## src/logic/epc_pkg.sv

```systemverilog
// Package for the encoder period and compare block.
// Holds register offsets, field positions, reset values and mode codes.
// Assumes a 32-bit AHB-Lite bus with one aligned word per register.
package epc_pkg;

    // Register byte offsets
    localparam logic [7:0] EPC_OFS_CTRL = 8'h00;
    localparam logic [7:0] EPC_OFS_PERIOD = 8'h04;
    localparam logic [7:0] EPC_OFS_COMPARE = 8'h08;
    localparam logic [7:0] EPC_OFS_COUNT = 8'h0C;
    localparam logic [7:0] EPC_OFS_STATUS = 8'h10;
    localparam logic [7:0] EPC_OFS_MASK = 8'h14;

    // Control register fields
    localparam int EPC_CTRL_MODE_LSB = 0;
    localparam int EPC_CTRL_ZUSE = 2;
    localparam int EPC_CTRL_RUN = 3;
    localparam int EPC_CTRL_MATCH_EN = 4;
    localparam int EPC_CTRL_IRQ_EN = 5;
    localparam int EPC_CTRL_CLEAR = 6;

    // Status and mask register fields
    localparam int EPC_ST_MATCH = 0;
    localparam int EPC_ST_INDEX = 1;
    localparam int EPC_ST_WRAP = 2;
    localparam int EPC_ST_W = 3;

    // Field widths
    localparam int EPC_PERIOD_W = 16;
    localparam int EPC_COMPARE_W = 24;
    localparam int EPC_POS_CMP_W = 16;

    // Reset values
    localparam logic [15:0] EPC_PERIOD_RST = 16'h0000;
    localparam logic [23:0] EPC_COMPARE_RST = 24'h000000;
    localparam logic [2:0] EPC_STATUS_RST = 3'h0;
    localparam logic [2:0] EPC_MASK_RST = 3'h0;

    // Operating modes
    typedef enum logic [1:0] {
        EPC_MODE_ENCODER = 2'h0,
        EPC_MODE_SENSOR_EVENT = 2'h1,
        EPC_MODE_SENSOR_TIMER = 2'h2,
        EPC_MODE_TIMER = 2'h3
    } epc_mode_t;

endpackage : epc_pkg

```

## src/logic/encoder_period_compare.sv

```systemverilog
// Encoder position counter with period and compare registers on AHB-Lite.
// Assumes one AHB-Lite master, whole-word single transfers, A/B/Z from pins.
// How it works
// - A 16-bit period register sets the counter period in times-four pulses.
// - Counting up, the counter reaches the period then wraps to zero.
// - Counting down, the counter reaches zero then loads the period.
// - The period only bounds the counter in encoder mode.
// - A 24-bit read-write compare value sits in bits 23 to 0.
// - In encoder mode the low 16 compare bits give the match position.
// - The count pulse comes on every A or B edge except a double change, four per cycle.
// - Match enable sets the match flag; interrupt waits for index if used.
//
// The implementer's own choices: the address map and the AHB-Lite interface to the registers.
`timescale 1ns/100ps
module encoder_period_compare #(
    parameter int CNT_W = 16
) (
    input wire logic hclk,
    input wire logic hresetn,
    input wire logic hsel,
    input wire logic [31:0] haddr,
    input wire logic [1:0] htrans,
    input wire logic hwrite,
    input wire logic [2:0] hsize,
    input wire logic [31:0] hwdata,
    input wire logic hready,
    output logic [31:0] hrdata,
    output logic hreadyout,
    output logic hresp,
    input wire logic enc_a,
    input wire logic enc_b,
    input wire logic enc_z,
    output logic encoder_irq
);
    if (CNT_W != epc_pkg::EPC_PERIOD_W) begin : g_bad_cnt_w
        $error("encoder_period_compare supports only a 16-bit counter");
    end

    typedef struct packed {
        logic [31:0] hrdata;
        logic hreadyout;
        logic hresp;
        logic wr_pend;
        logic rd_pend;
        logic [7:0] addr;
        epc_pkg::epc_mode_t mode;
        logic z_use;
        logic run;
        logic match_en;
        logic irq_en;
        logic [CNT_W-1:0] period;
        logic [epc_pkg::EPC_COMPARE_W-1:0] compare;
        logic [CNT_W-1:0] count;
        logic [epc_pkg::EPC_ST_W-1:0] status;
        logic [epc_pkg::EPC_ST_W-1:0] mask;
        logic z_prev;
        logic irq;
    } epc_top_state_t;

    epc_top_state_t st;
    epc_top_state_t next_st;

    logic [2:0] pins_sync;
    logic quad_pulse;
    logic quad_up;

    epc_sync2 #(
        .W(3)
    ) u_sync (
        .hclk(hclk),
        .hresetn(hresetn),
        .async_in({enc_z, enc_b, enc_a}),
        .sync_out(pins_sync)
    );

    epc_quad_decoder u_dec (
        .hclk(hclk),
        .hresetn(hresetn),
        .phase_a(pins_sync[0]),
        .phase_b(pins_sync[1]),
        .quad_count_pulse(quad_pulse),
        .count_up(quad_up)
    );

    // Register read multiplexer
    function automatic logic [31:0] epc_read(input epc_top_state_t s, input logic [7:0] a);
        logic [31:0] d;
        d = 32'h00000000;
        unique case (a)
            epc_pkg::EPC_OFS_CTRL: begin
                d[epc_pkg::EPC_CTRL_MODE_LSB +: 2] = s.mode;
                d[epc_pkg::EPC_CTRL_ZUSE] = s.z_use;
                d[epc_pkg::EPC_CTRL_RUN] = s.run;
                d[epc_pkg::EPC_CTRL_MATCH_EN] = s.match_en;
                d[epc_pkg::EPC_CTRL_IRQ_EN] = s.irq_en;
            end
            epc_pkg::EPC_OFS_PERIOD: begin
                d[CNT_W-1:0] = s.period;
            end
            epc_pkg::EPC_OFS_COMPARE: begin
                d[epc_pkg::EPC_COMPARE_W-1:0] = s.compare;
            end
            epc_pkg::EPC_OFS_COUNT: begin
                d[CNT_W-1:0] = s.count;
            end
            epc_pkg::EPC_OFS_STATUS: begin
                d[epc_pkg::EPC_ST_W-1:0] = s.status;
            end
            epc_pkg::EPC_OFS_MASK: begin
                d[epc_pkg::EPC_ST_W-1:0] = s.mask;
            end
            default: begin
                d = 32'h00000000;
            end
        endcase
        return d;
    endfunction : epc_read

    logic take;
    logic do_write;
    logic sw_clear;
    logic [epc_pkg::EPC_ST_W-1:0] st_w1c;
    logic [epc_pkg::EPC_ST_W-1:0] events;
    logic enc_mode;
    logic z_now;
    logic z_hit;
    logic stepped;
    logic [CNT_W-1:0] new_count;

    always_comb begin
        next_st = st;
        take = hsel && htrans[1] && hready;
        do_write = st.wr_pend && st.hreadyout;
        sw_clear = 1'b0;
        st_w1c = '0;
        events = '0;
        enc_mode = (st.mode == epc_pkg::EPC_MODE_ENCODER);
        z_now = pins_sync[2];
        z_hit = 1'b0;
        stepped = 1'b0;
        new_count = st.count;
        next_st.z_prev = z_now;
        next_st.hresp = 1'b0;

        // Bus data phase: writes complete in zero wait, reads take one wait
        if (st.rd_pend) begin
            next_st.hrdata = epc_read(st, st.addr);
            next_st.hreadyout = 1'b1;
            next_st.rd_pend = 1'b0;
        end
        if (do_write) begin
            next_st.wr_pend = 1'b0;
            unique case (st.addr)
                epc_pkg::EPC_OFS_CTRL: begin
                    next_st.mode = epc_pkg::epc_mode_t'(hwdata[epc_pkg::EPC_CTRL_MODE_LSB +: 2]);
                    next_st.z_use = hwdata[epc_pkg::EPC_CTRL_ZUSE];
                    next_st.run = hwdata[epc_pkg::EPC_CTRL_RUN];
                    next_st.match_en = hwdata[epc_pkg::EPC_CTRL_MATCH_EN];
                    next_st.irq_en = hwdata[epc_pkg::EPC_CTRL_IRQ_EN];
                    sw_clear = hwdata[epc_pkg::EPC_CTRL_CLEAR];
                end
                epc_pkg::EPC_OFS_PERIOD: begin
                    next_st.period = hwdata[CNT_W-1:0];
                end
                epc_pkg::EPC_OFS_COMPARE: begin
                    next_st.compare = hwdata[epc_pkg::EPC_COMPARE_W-1:0];
                end
                epc_pkg::EPC_OFS_STATUS: begin
                    st_w1c = hwdata[epc_pkg::EPC_ST_W-1:0];
                end
                epc_pkg::EPC_OFS_MASK: begin
                    next_st.mask = hwdata[epc_pkg::EPC_ST_W-1:0];
                end
                default: begin
                    sw_clear = 1'b0;
                end
            endcase
        end
        if (take) begin
            next_st.addr = haddr[7:0];
            next_st.wr_pend = hwrite;
            next_st.rd_pend = !hwrite;
            next_st.hreadyout = hwrite;
        end

        // Index edge in the counting direction clears the counter first
        if (st.run && enc_mode && st.z_use) begin
            z_hit = (quad_up && z_now && !st.z_prev) || (!quad_up && !z_now && st.z_prev);
        end
        if (z_hit) begin
            new_count = '0;
            stepped = 1'b1;
            events[epc_pkg::EPC_ST_INDEX] = 1'b1;
        end else if (st.run && quad_pulse) begin
            stepped = 1'b1;
            if (quad_up) begin
                if (enc_mode && (st.count == st.period)) begin
                    new_count = '0;
                    events[epc_pkg::EPC_ST_WRAP] = 1'b1;
                end else begin
                    new_count = st.count + 1'b1;
                end
            end else begin
                if (enc_mode && (st.count == '0)) begin
                    new_count = st.period;
                    events[epc_pkg::EPC_ST_WRAP] = 1'b1;
                end else begin
                    new_count = st.count - 1'b1;
                end
            end
        end
        if (sw_clear) begin
            new_count = '0;
        end
        next_st.count = new_count;

        // Match on the low 16 compare bits in encoder mode
        if (stepped && st.match_en && enc_mode &&
            (new_count == st.compare[epc_pkg::EPC_POS_CMP_W-1:0])) begin
            events[epc_pkg::EPC_ST_MATCH] = 1'b1;
        end

        // Sticky flags: a new event beats a clear in the same cycle
        next_st.status = (st.status & ~st_w1c) | events;
        if (!st.run) begin
            next_st.status[epc_pkg::EPC_ST_MATCH] = 1'b0;
            next_st.status[epc_pkg::EPC_ST_INDEX] = 1'b0;
        end

        // Interrupt held back until the index has been seen when in use
        next_st.irq = st.irq_en && (|(next_st.status & next_st.mask)) &&
            (!st.z_use || next_st.status[epc_pkg::EPC_ST_INDEX]);
    end

    always_ff @(posedge hclk or negedge hresetn) begin
        if (!hresetn) begin
            st <= '0;
            st.hreadyout <= 1'b1;
            st.mode <= epc_pkg::EPC_MODE_ENCODER;
            st.period <= epc_pkg::EPC_PERIOD_RST;
            st.compare <= epc_pkg::EPC_COMPARE_RST;
            st.status <= epc_pkg::EPC_STATUS_RST;
            st.mask <= epc_pkg::EPC_MASK_RST;
        end else begin
            st <= next_st;
        end
    end

    assign hrdata = st.hrdata;
    assign hreadyout = st.hreadyout;
    assign hresp = st.hresp;
    assign encoder_irq = st.irq;
endmodule : encoder_period_compare

```

## src/logic/epc_quad_decoder.sv

```systemverilog
// Quadrature decoder producing the times-four count pulse and direction.
// Assumes synchronised A and B phases; a double change is dropped.
`timescale 1ns/100ps
module epc_quad_decoder (
    input wire logic hclk,
    input wire logic hresetn,
    input wire logic phase_a,
    input wire logic phase_b,
    output logic quad_count_pulse,
    output logic count_up
);
    typedef struct packed {
        logic a_q;
        logic b_q;
        logic pulse;
        logic up;
    } epc_dec_state_t;

    epc_dec_state_t st;
    epc_dec_state_t next_st;

    always_comb begin
        next_st = st;
        next_st.a_q = phase_a;
        next_st.b_q = phase_b;
        // One pulse on an edge of A or B alone, none when both change together
        next_st.pulse = (phase_a ^ st.a_q) ^ (phase_b ^ st.b_q);
        if ((phase_a ^ st.a_q) ^ (phase_b ^ st.b_q)) begin
            // A leading B counts up
            next_st.up = phase_a ^ st.b_q;
        end
    end

    always_ff @(posedge hclk or negedge hresetn) begin
        if (!hresetn) begin
            st <= '0;
        end else begin
            st <= next_st;
        end
    end

    assign quad_count_pulse = st.pulse;
    assign count_up = st.up;
endmodule : epc_quad_decoder

```

## src/logic/epc_sync2.sv

```systemverilog
// Two-flop synchroniser for a group of pin inputs.
// Assumes inputs are asynchronous to hclk; only the second flop is read.
`timescale 1ns/100ps
module epc_sync2 #(
    parameter int W = 3
) (
    input wire logic hclk,
    input wire logic hresetn,
    input wire logic [W-1:0] async_in,
    output logic [W-1:0] sync_out
);
    typedef struct packed {
        logic [W-1:0] s1;
        logic [W-1:0] s2;
    } epc_sync_state_t;

    epc_sync_state_t st;
    epc_sync_state_t next_st;

    if (W < 1) begin : g_bad_width
        $error("epc_sync2 needs W of at least 1");
    end

    always_comb begin
        next_st = st;
        next_st.s1 = async_in;
        next_st.s2 = st.s1;
    end

    always_ff @(posedge hclk or negedge hresetn) begin
        if (!hresetn) begin
            st <= '0;
        end else begin
            st <= next_st;
        end
    end

    assign sync_out = st.s2;
endmodule : epc_sync2
```

## config.mk

```make
export PLATFORM = sky130hd
export DESIGN_NAME = encoder_period_compare
export DESIGN_NICKNAME = d
export VERILOG_FILES = /design/src/logic/epc_pkg.sv /design/src/logic/encoder_period_compare.sv /design/src/logic/epc_quad_decoder.sv /design/src/logic/epc_sync2.sv
export SDC_FILE = /design/constraint.sdc
export NUM_CORES = 1
export LEC_CHECK = 0
export ABC_AREA = 1
export BUFFER_PORTS_ARGS = -buffer_cell sky130_fd_sc_hd__buf_2
export CAP_MARGIN = 0
export CORE_ASPECT_RATIO = 1.2
export CORE_UTILIZATION = 57
export DETAILED_ROUTE_END_ITERATION = 8
export PLACE_DENSITY_LB_ADDON = 0.25
export SLEW_MARGIN = 20
export SYNTH_ARGS = -nofsm -noshare
export SYNTH_HDL_FRONTEND = slang
export SYNTH_HIERARCHICAL = 1
export SYNTH_SLANG_ARGS = --single-unit
```

## constraint.sdc

```tcl
create_clock -name hclk -period 2.9 [get_ports hclk]
set_clock_uncertainty 0.1 [all_clocks]
set_input_delay 0.435 -clock hclk [delete_from_list [all_inputs] [get_ports hclk]]
set_output_delay 0.435 -clock hclk [all_outputs]
set_load 0.05 [all_outputs]
```

---- Word level (Yosys, flattened, before mapping) ----
Index checks and enable logic that the tools add are counted.
word-level totals
  register bits ........................... 115
  input port bits ......................... 77
  output and inout port bits .............. 35
operators by class
  $add $sub $neg .......................... 2
  equal/unequal tests ..................... 7
  multiplexer cells ....................... 31
  bitwise operators ....................... 8
  reduce and logical (&&, ||, !) cells .... 33
operator list
  operator                                                               number
  16-bit 2-to-1 mux                                                      6
  16-bit equality test                                                   2
  10-bit case mux with 3 select lines                                    1
  3-bit case mux with 6 select lines                                     1
  1-bit logical AND                                                      17
  16-bit by 1-bit adder with 16-bit output, second input constant        1
  8-bit by 4-bit equality test with 1-bit output, second input constant  2
  8-bit by 5-bit equality test with 1-bit output, second input constant  2
  16-bit zero test                                                       1
  16-bit by 1-bit subtractor with 16-bit output, second input constant   1
  1-bit 2-to-1 mux                                                       15
  3-bit 2-to-1 mux                                                       4
  3-bit case mux with 4 select lines                                     1
  10-bit 2-to-1 mux                                                      1
  8-bit by 3-bit equality test with 1-bit output, second input constant  1
  8-bit zero test                                                        1
  8-bit 2-to-1 mux                                                       1
  3-bit AND                                                              2
  2-bit AND reduction                                                    3
  1-bit zero test                                                        5
  2-bit nonzero test                                                     2
  1-bit bitwise XOR                                                      4
  3-bit NOT                                                              1
  3-bit OR                                                               1
  4 further kinds                                                        5

---- Longest topological paths before layout ----
Gate-level depths: netlist (run 1).
  word-level depth ........................ 16
  gate-level depth with buffers ........... 21
  gate-level depth less buffers ........... 21

---- Cells and area by module ----
The synthesis (run 1) kept the hierarchy.
modules (own cells, without submodules)
  module                  times used  cells each  area each (um^2)  seq. area each (um^2)
  encoder_period_compare  1           918         6603.8            2628.8
  epc_quad_decoder        1           27          195.2             100.1
  epc_sync2               1           6           150.1             150.1

---- Least setup slack after synthesis (run 1) ----
Ideal clock, no wire load.
  path kind ............................... register to register
  start point ............................. register st[8] (netlist bit)
  end point ............................... register st (netlist bit encoder_irq)
  library setup time ...................... 73 ps
  data arrival time ....................... 2178 ps
  data required time ...................... 2727 ps
  slack ................................... 549 ps
  stages on the path, launching flop included .. 21
  path buffers ............................ 0
  period minus slack after synthesis ...... 2351 ps
  cell sequence ........................... dfrtp_1 -> inv_1 -> ha_1 -> nand3_1 -> nor2_4 -> nand3_4 -> nand3_1 -> nand2_1 -> nor2_1 -> nand2_1 -> nand2_1 -> nand2_1 -> nand2_1 -> nand2_1 -> nor2_1 -> nand3_1 -> nor2_1 -> nand2_1 -> nand2_1 -> nand3_2 -> a21oi_2
RTL lines
  what                    RTL line                       source
  start, declared         encoder_period_compare.sv:60   epc_top_state_t st;
  start signal, assigned  encoder_period_compare.sv:245  st <= next_st;

==> qor.yml, run 1 <==
logic_synthesis:
  yosysTopAreaCell: "dfrtp_1"
  synth_top_family_by_area: "simple AND/OR/NAND/NOR gates"
  synthAdderAreaFrac: 0.00540
  ys_seq_elements: 115
  synthTopCellsByArea: "dfrtp_1 (41%), nand2_1 (15%), inv_1 (5.7%)"
  synth_ff_type: "dfrtp_1"
  yosysTopAreaCellShare: 0.411
  avgSynthCellArea_um2: 7.31
  yosys-top-cells-count: "nand2_1 (282), dfrtp_1 (114), inv_1 (106)"
  synth_edf_count: 0
  yosys-mux-area-fraction: 0.00162
  yosys.area_share.simple: 0.310
  synth_xor_area_frac: 0.0214
  async_flop_share: 1.00
  synth_compound_area_frac: 0.119
  netlist_instances: 951
  synth_cell_types: 46
  synth-seq-area-share: 0.414
  synth.most_common_cell: "nand2_1"
  netlist_area_um2: 6950
  synth_warnings: 6
global_routing:
  grt_overflow: 0
  antenna_found_initial: 0
  grt_use_total: 0.315
  grt_pass1_wl_um: 29900
  grt_max_degree: 54
  grt_pass1_vias: 6056
job:
  maxCapViolations: 0
critical_path:
  worstSetupStartpointType: "flop"
  cp_cell_sequence: "inv_2 > ha_4 > nand3_2 > nor2_4 > nand3_4 > buf_4 > nand3_1 > o21a_1 > nand3_1 > nand2_2 > nand2_1 > nand2_1 > nand2_1 > nor2_1 > nand2_1 > nor2_2 > nand2_1 > nand2_1 > nand3_2 > a21oi_2"
  path_buf_inv: 2
  crit_top_cell: "nand2_1"
  worst_setup_path_end_kind: "flop"
  worstSetupPathType: "reg2reg"
  crit_slowest_cell: "dfrtp_2"
  slowest_delay_ns: 0.44
  crit_required_ns: 3.13
  crit_fanout: 8
  critPathTopFamily: "simple AND/OR/NAND/NOR gates"
  arrival_ns: 2.93
hold_path:
  holdCritPathClass: "in2reg"
route:
  viasPerCell: 5.47
  drc_errors: 0
  routed_wl_um: 19000
  avgRoutedWirePerCell_um: 15.9
  dr.pass1.iters: 5
  antenna_left: 0
  drt_iter0_markers: 727
  vias: 6525
floorplanning:
  initial_utilization: 0.592
  die_area_um2: 12600
  rows: 43
  die_x_um: 103
  fp.dieH_um: 123
  fp.coreArea_um2: 11700
  pin_count: 112
clocking:
  clk_pin_slew_ns: 0.05
  root_buffer: "clkbuf_16"
  cts_buffers: 17
  clock_latency_ns: 0.41
  clock-sinks: 115
  tritoncts: "built"
  clockBufferDepth: 2
  cts_htree_levels: 4
cells_and_area:
  nNetsFinal: 1102
  diodes: 0
  final_cell_count_no_fill: 1192
  synthToLayoutAreaGrowth_pct: 16.6
  fillers: 998
  final_layout_size_suffix_gt1_frac: 0.204
timing:
  min_period_over_period: 0.930
  min_period_ns: 2.70
  setup_tns_ns: 0
  slew_headroom: 0.557
  finalSetupViolCount: 0
  max_freq_ghz: 0.371
  tightest_slew_ns: 0.664
  drv_slew: 0
  rsz0062_at_grt: "false"
  fin_ws_ns: 0.202
  finalHoldViolCount: 0
placed_design:
  place_hpwl_um: 13800
  dp.cells: 1155
  dp_slack_ns: 0.155
  gp_congestion: 0.949
  io_buffers: 66
power_and_ir_drop:
  vdd_ir_drop_max_mv: 0.804
  powerDensity_nw_per_um2: 887
  leakage_nw: 4.42
  total_power_mw: 7.19
run_status:
  status: "finished, final reports clean"
cell type report:
type                    instances  area (µm²)  area share
clock buffers                  24         492      0.0607
repair buffers                108         663      0.0818
inverters                     121         457      0.0563
flip-flops and latches        115        2890       0.356
clock inverters                 8         100      0.0123
multi-input cells             659        3310       0.408
well taps                     157         196      0.0242
flip-flops by register name, indices dropped and copies added (netlist names):
register                cells
u_dec/count_up              1
u_sync/next_st              3
hreadyout                   1
u_sync/sync_out             3
st                         79
encoder_irq                 1
u_dec/quad_count_pulse      1
u_dec/st                    2
hrdata                     24
final timing paths:
check | end | from | cells past startpoint | slack (ns)
max | encoder_irq | st[9] | 20 | 0.20
min | u_sync/next_st[0] | enc_a | 1 | 0.03
max reg2reg | encoder_irq | st[9] | 20 | 0.20
min reg2reg | u_sync/sync_out[1] | u_sync/next_st[1] | 0 | 0.25
max in group asynchronous | st[9] | hresetn | 3 | 1.41
min in group asynchronous | hrdata[21] | hresetn | 2 | 0.51
logic make-up (layout without fill, tap and decap cells):
logic type / Yosys count / in the layout
muxes: 1 / 1
xor gates and xnor gates: 17 / 17
buffers and inverters: 186 / 261
other: 1 / 9
DFF: 115 / 115
AOI/OAI and AO/OA: 150 / 150
and+or+nand+nor: 478 / 479
adders and majority gates: 3 / 3
stage by stage:
step / hold slack (ns) / utilization / instance area, µm²
floorplan: 0.0394 / - / 6980
global placement: 0.235 / 0.629 / 7380
detailed placement: 0.238 / 0.629 / 7380
CTS: 0.0235 / 0.681 / 7980
global route: 0.0205 / 0.691 / 8110
finish: 0.0347 / 0.691 / 8110
placed cells by master, fill, tap and decap left out, drive strengths merged, types with 11 or more instances in the layout:
| cell | instances |
|---|---|
| a21oi | 42 |
| nand2 | 289 |
| nand4 | 18 |
| nor2 | 91 |
| nand3 | 63 |
| dfrtp | 114 |
| o21ai | 72 |
| clkbuf | 24 |
| inv | 117 |
| nor3 | 11 |
| xor2 | 13 |
| buf | 107 |
| o22ai | 14 |
per-layer routing:
| metal | global-route usage | share of wire | routed length [µm] | vias to the layer above |
|---|---|---|---|---|
| li1 | - | - | - | 3147 |
| met1 | 0.415 | 0.41 | 7800 | 2997 |
| met2 | 0.502 | 0.47 | 9000 | 324 |
| met3 | 0.0599 | 0.080 | 1520 | 57 |
| met4 | 0.147 | 0.034 | 638 | 0 |
| met5 | 0 | 0 | 0 | - |
power by group:
group	total [mW]	switching [mW]	internal (mW)
combinational	2.71	1.78	0.924
sequential	2.43	0.466	1.96
clock	2.05	0.697	1.35
total	7.19	2.95	4.24
what timing repair did:
action | CTS | global route
gates resized for setup | 0 | 31
buffers inserted | 0 | 3
endpoints found under the setup margin | 0 | 2
hold buffers | 1 | 0
endpoints found under the hold margin | 51 | 0
Note: power is estimated with default switching activity, not from simulation.
==> run 2, diff against run 1 <==
- CORE_MARGIN: not set -> 8
==> run 2 against run 1 <==
Net effect:
- power increased by 0.64%
- setup slack got worse by 0.031 ns
- fmax decreased by 1.2%
- combinational power about the same
- critical path type unchanged
- clock-buffer cell count decreased by 2
- highest routed layer unchanged
- die area increased by 27%
- register-to-register slack got worse by 0.03 ns
- global-route usage decreased by 5.5 points
==> qor.yml, run 2 (synthesis results as in run 1) <==
critical_path:
  cp_cell_sequence: "inv_2 > buf_4 > ha_1 > nand2_2 > nor2_2 > nand2_1 > nand2_1 > nand2_1 > nand2_1 > nand2_1 > nand3_2 > nand2_1 > nand2_2 > nand2_1 > nand2_1 > nor2_2 > nand3_1 > nor2_1 > nand2_1 > nand2_1 > nand3_2 > a21oi_2"
  crit_top_cell: "nand2_1"
  reg2reg_slack_ns: 0.17
  worst_setup_path_end_kind: "flop"
  worstSetupPathType: "reg2reg"
  slowest_delay_ns: 0.41
  crit_fanout: 5
  arrival_ns: 2.96
  path_buf_inv: 2
  crit_required_ns: 3.14
  critPathTopFamily: "simple AND/OR/NAND/NOR gates"
  worstSetupStartpointType: "flop"
  crit_slowest_cell: "dfrtp_1"
cells_and_area:
  final_cell_count_no_fill: 1200
  synthToLayoutAreaGrowth_pct: 17.8
  nNetsFinal: 1110
  final_common_cell: "nand2_1"
  diodes: 0
  fillers: 1050
  regMostFlops: "st"
  final_core_util: 0.682
  largest_reg_flops: 79
  final_layout_size_suffix_gt1_frac: 0.209
  final_cell_mix: "nand2_1 (276), dfrtp_1 (105), inv_1 (104)"
floorplanning:
  rows: 44
  fp.dieH_um: 137
  die_x_um: 117
  fp.coreArea_um2: 12000
  pin_count: 112
  die_area_um2: 16000
  initial_utilization: 0.579
route:
  drt_iter0_markers: 663
  routed_wl_um: 19500
  antenna_left: 0
  viasPerCell: 5.44
  vias: 6522
  drc_errors: 0
  dr.pass1.iters: 6
  avgRoutedWirePerCell_um: 16.3
global_routing:
  grt_use_total: 0.259
  grt_pass1_vias: 6358
  grt_overflow: 0
  grt_pass1_wl_um: 32000
  antenna_found_initial: 0
  grt_max_degree: 54
timing:
  min_period_over_period: 0.941
  finalSetupViolCount: 0
  slew_headroom: 0.558
  min_period_ns: 2.73
  max_freq_ghz: 0.366
  tightest_slew_ns: 0.663
  finalHoldViolCount: 0
  drv_slew: 0
  setup_tns_ns: 0
clocking:
  cts_buffers: 17
  clock-sinks: 115
  clk_pin_slew_ns: 0.05
  root_buffer: "clkbuf_16"
  clockBufferDepth: 2
  clock_latency_ns: 0.41
  tritoncts: "built"
  cts_htree_levels: 4
placed_design:
  io_buffers: 66
  place_hpwl_um: 14400
  dp.cells: 1164
  gp_congestion: 0.949
power_and_ir_drop:
  leakage_nw: 4.45
  vdd_ir_drop_max_mv: 0.598
  total_power_mw: 7.23
  powerDensity_nw_per_um2: 884
hold_path:
  holdCritPathClass: "in2reg"
job:
  maxCapViolations: 0
run_status:
  status: "finished, final reports clean"
==> run 2: changes by cell type in the layout (fill, tap and decap cells not counted), moves of 2 or more <==
cell / previous run / this run
buf_4: 41 / 47
dfrtp_2: 7 / 9
nand2_2: 10 / 12
nor2_2: 13 / 10
nor2_1: 71 / 73
nand2_1: 278 / 276
buf_6: 0 / 2
nand3_2: 10 / 8
dfrtp_1: 107 / 105
clkinv_4: 2 / 0
==> run 2: final timing paths <==
| kind | startpoint | endpoint | depth (start not counted) |
|---|---|---|---|
| max | st[8] | encoder_irq | 22 |
| min | enc_z | u_sync/next_st[2] | 1 |
| max reg2reg | st[8] | encoder_irq | 22 |
| min reg2reg | u_sync/next_st[0] | u_sync/sync_out[0] | 0 |
| min in group asynchronous | hresetn | st[41] | 2 |
| max in group asynchronous | hresetn | st[68] | 3 |
==> run 2: worst register-to-register path, delay by kind of cell (launching register included) <==
kind / cells / cell delay (ns)
fa+ha+maj: 1 / 0.21
flops: 1 / 0.41
compound gates: 1 / 0.16
simple gates: 18 / 1.53
buf+inv: 2 / 0.22
==> run 2: power by group <==
| part | internal, mW | switching (mW) |
|---|---|---|
| clock | 1.39 | 0.681 |
| sequential | 1.97 | 0.476 |
| combinational | 0.966 | 1.75 |
==> run 2: per-layer routing <==
layer  GRT usage  share of wire  up-vias
li1            -              -     3162
met1       0.323           0.41     2997
met2       0.420           0.48      305
met3      0.0530          0.074       58
met4       0.125          0.037        0
met5           0              0        -
==> run 2: stage by stage <==
stage | hold WS (ns) | worst slack [ns] | cell area, µm²
after detailed placement | 0.240 | 0.120 | 7440
after global placement | 0.233 | 0.170 | 7440
after floorplan | 0.0394 | 0.549 | 6980
after global routing | 0.0194 | -0.0747 | 8190
final | 0.0260 | 0.170 | 8190
after CTS | 0.0214 | 0.0876 | 8030
==> run 2: final cells by class <==
cell class / count / area [µm²] / area share
multi-input combinational: 658 / 3300 / 0.404
sequential: 115 / 2890 / 0.353
timing repair buffer: 117 / 751 / 0.0917
clock buffer: 22 / 474 / 0.0579
inverter: 121 / 459 / 0.0561
tap: 161 / 201 / 0.0246
clock inverter: 6 / 105 / 0.0128
==> run 2: what timing repair did <==
item                                    CTS  global route
endpoints found under the setup margin    0             2
gates resized for setup                   0            37
hold buffers                              1             0
hold endpoints to repair                 50             0
setup buffers                             0             7
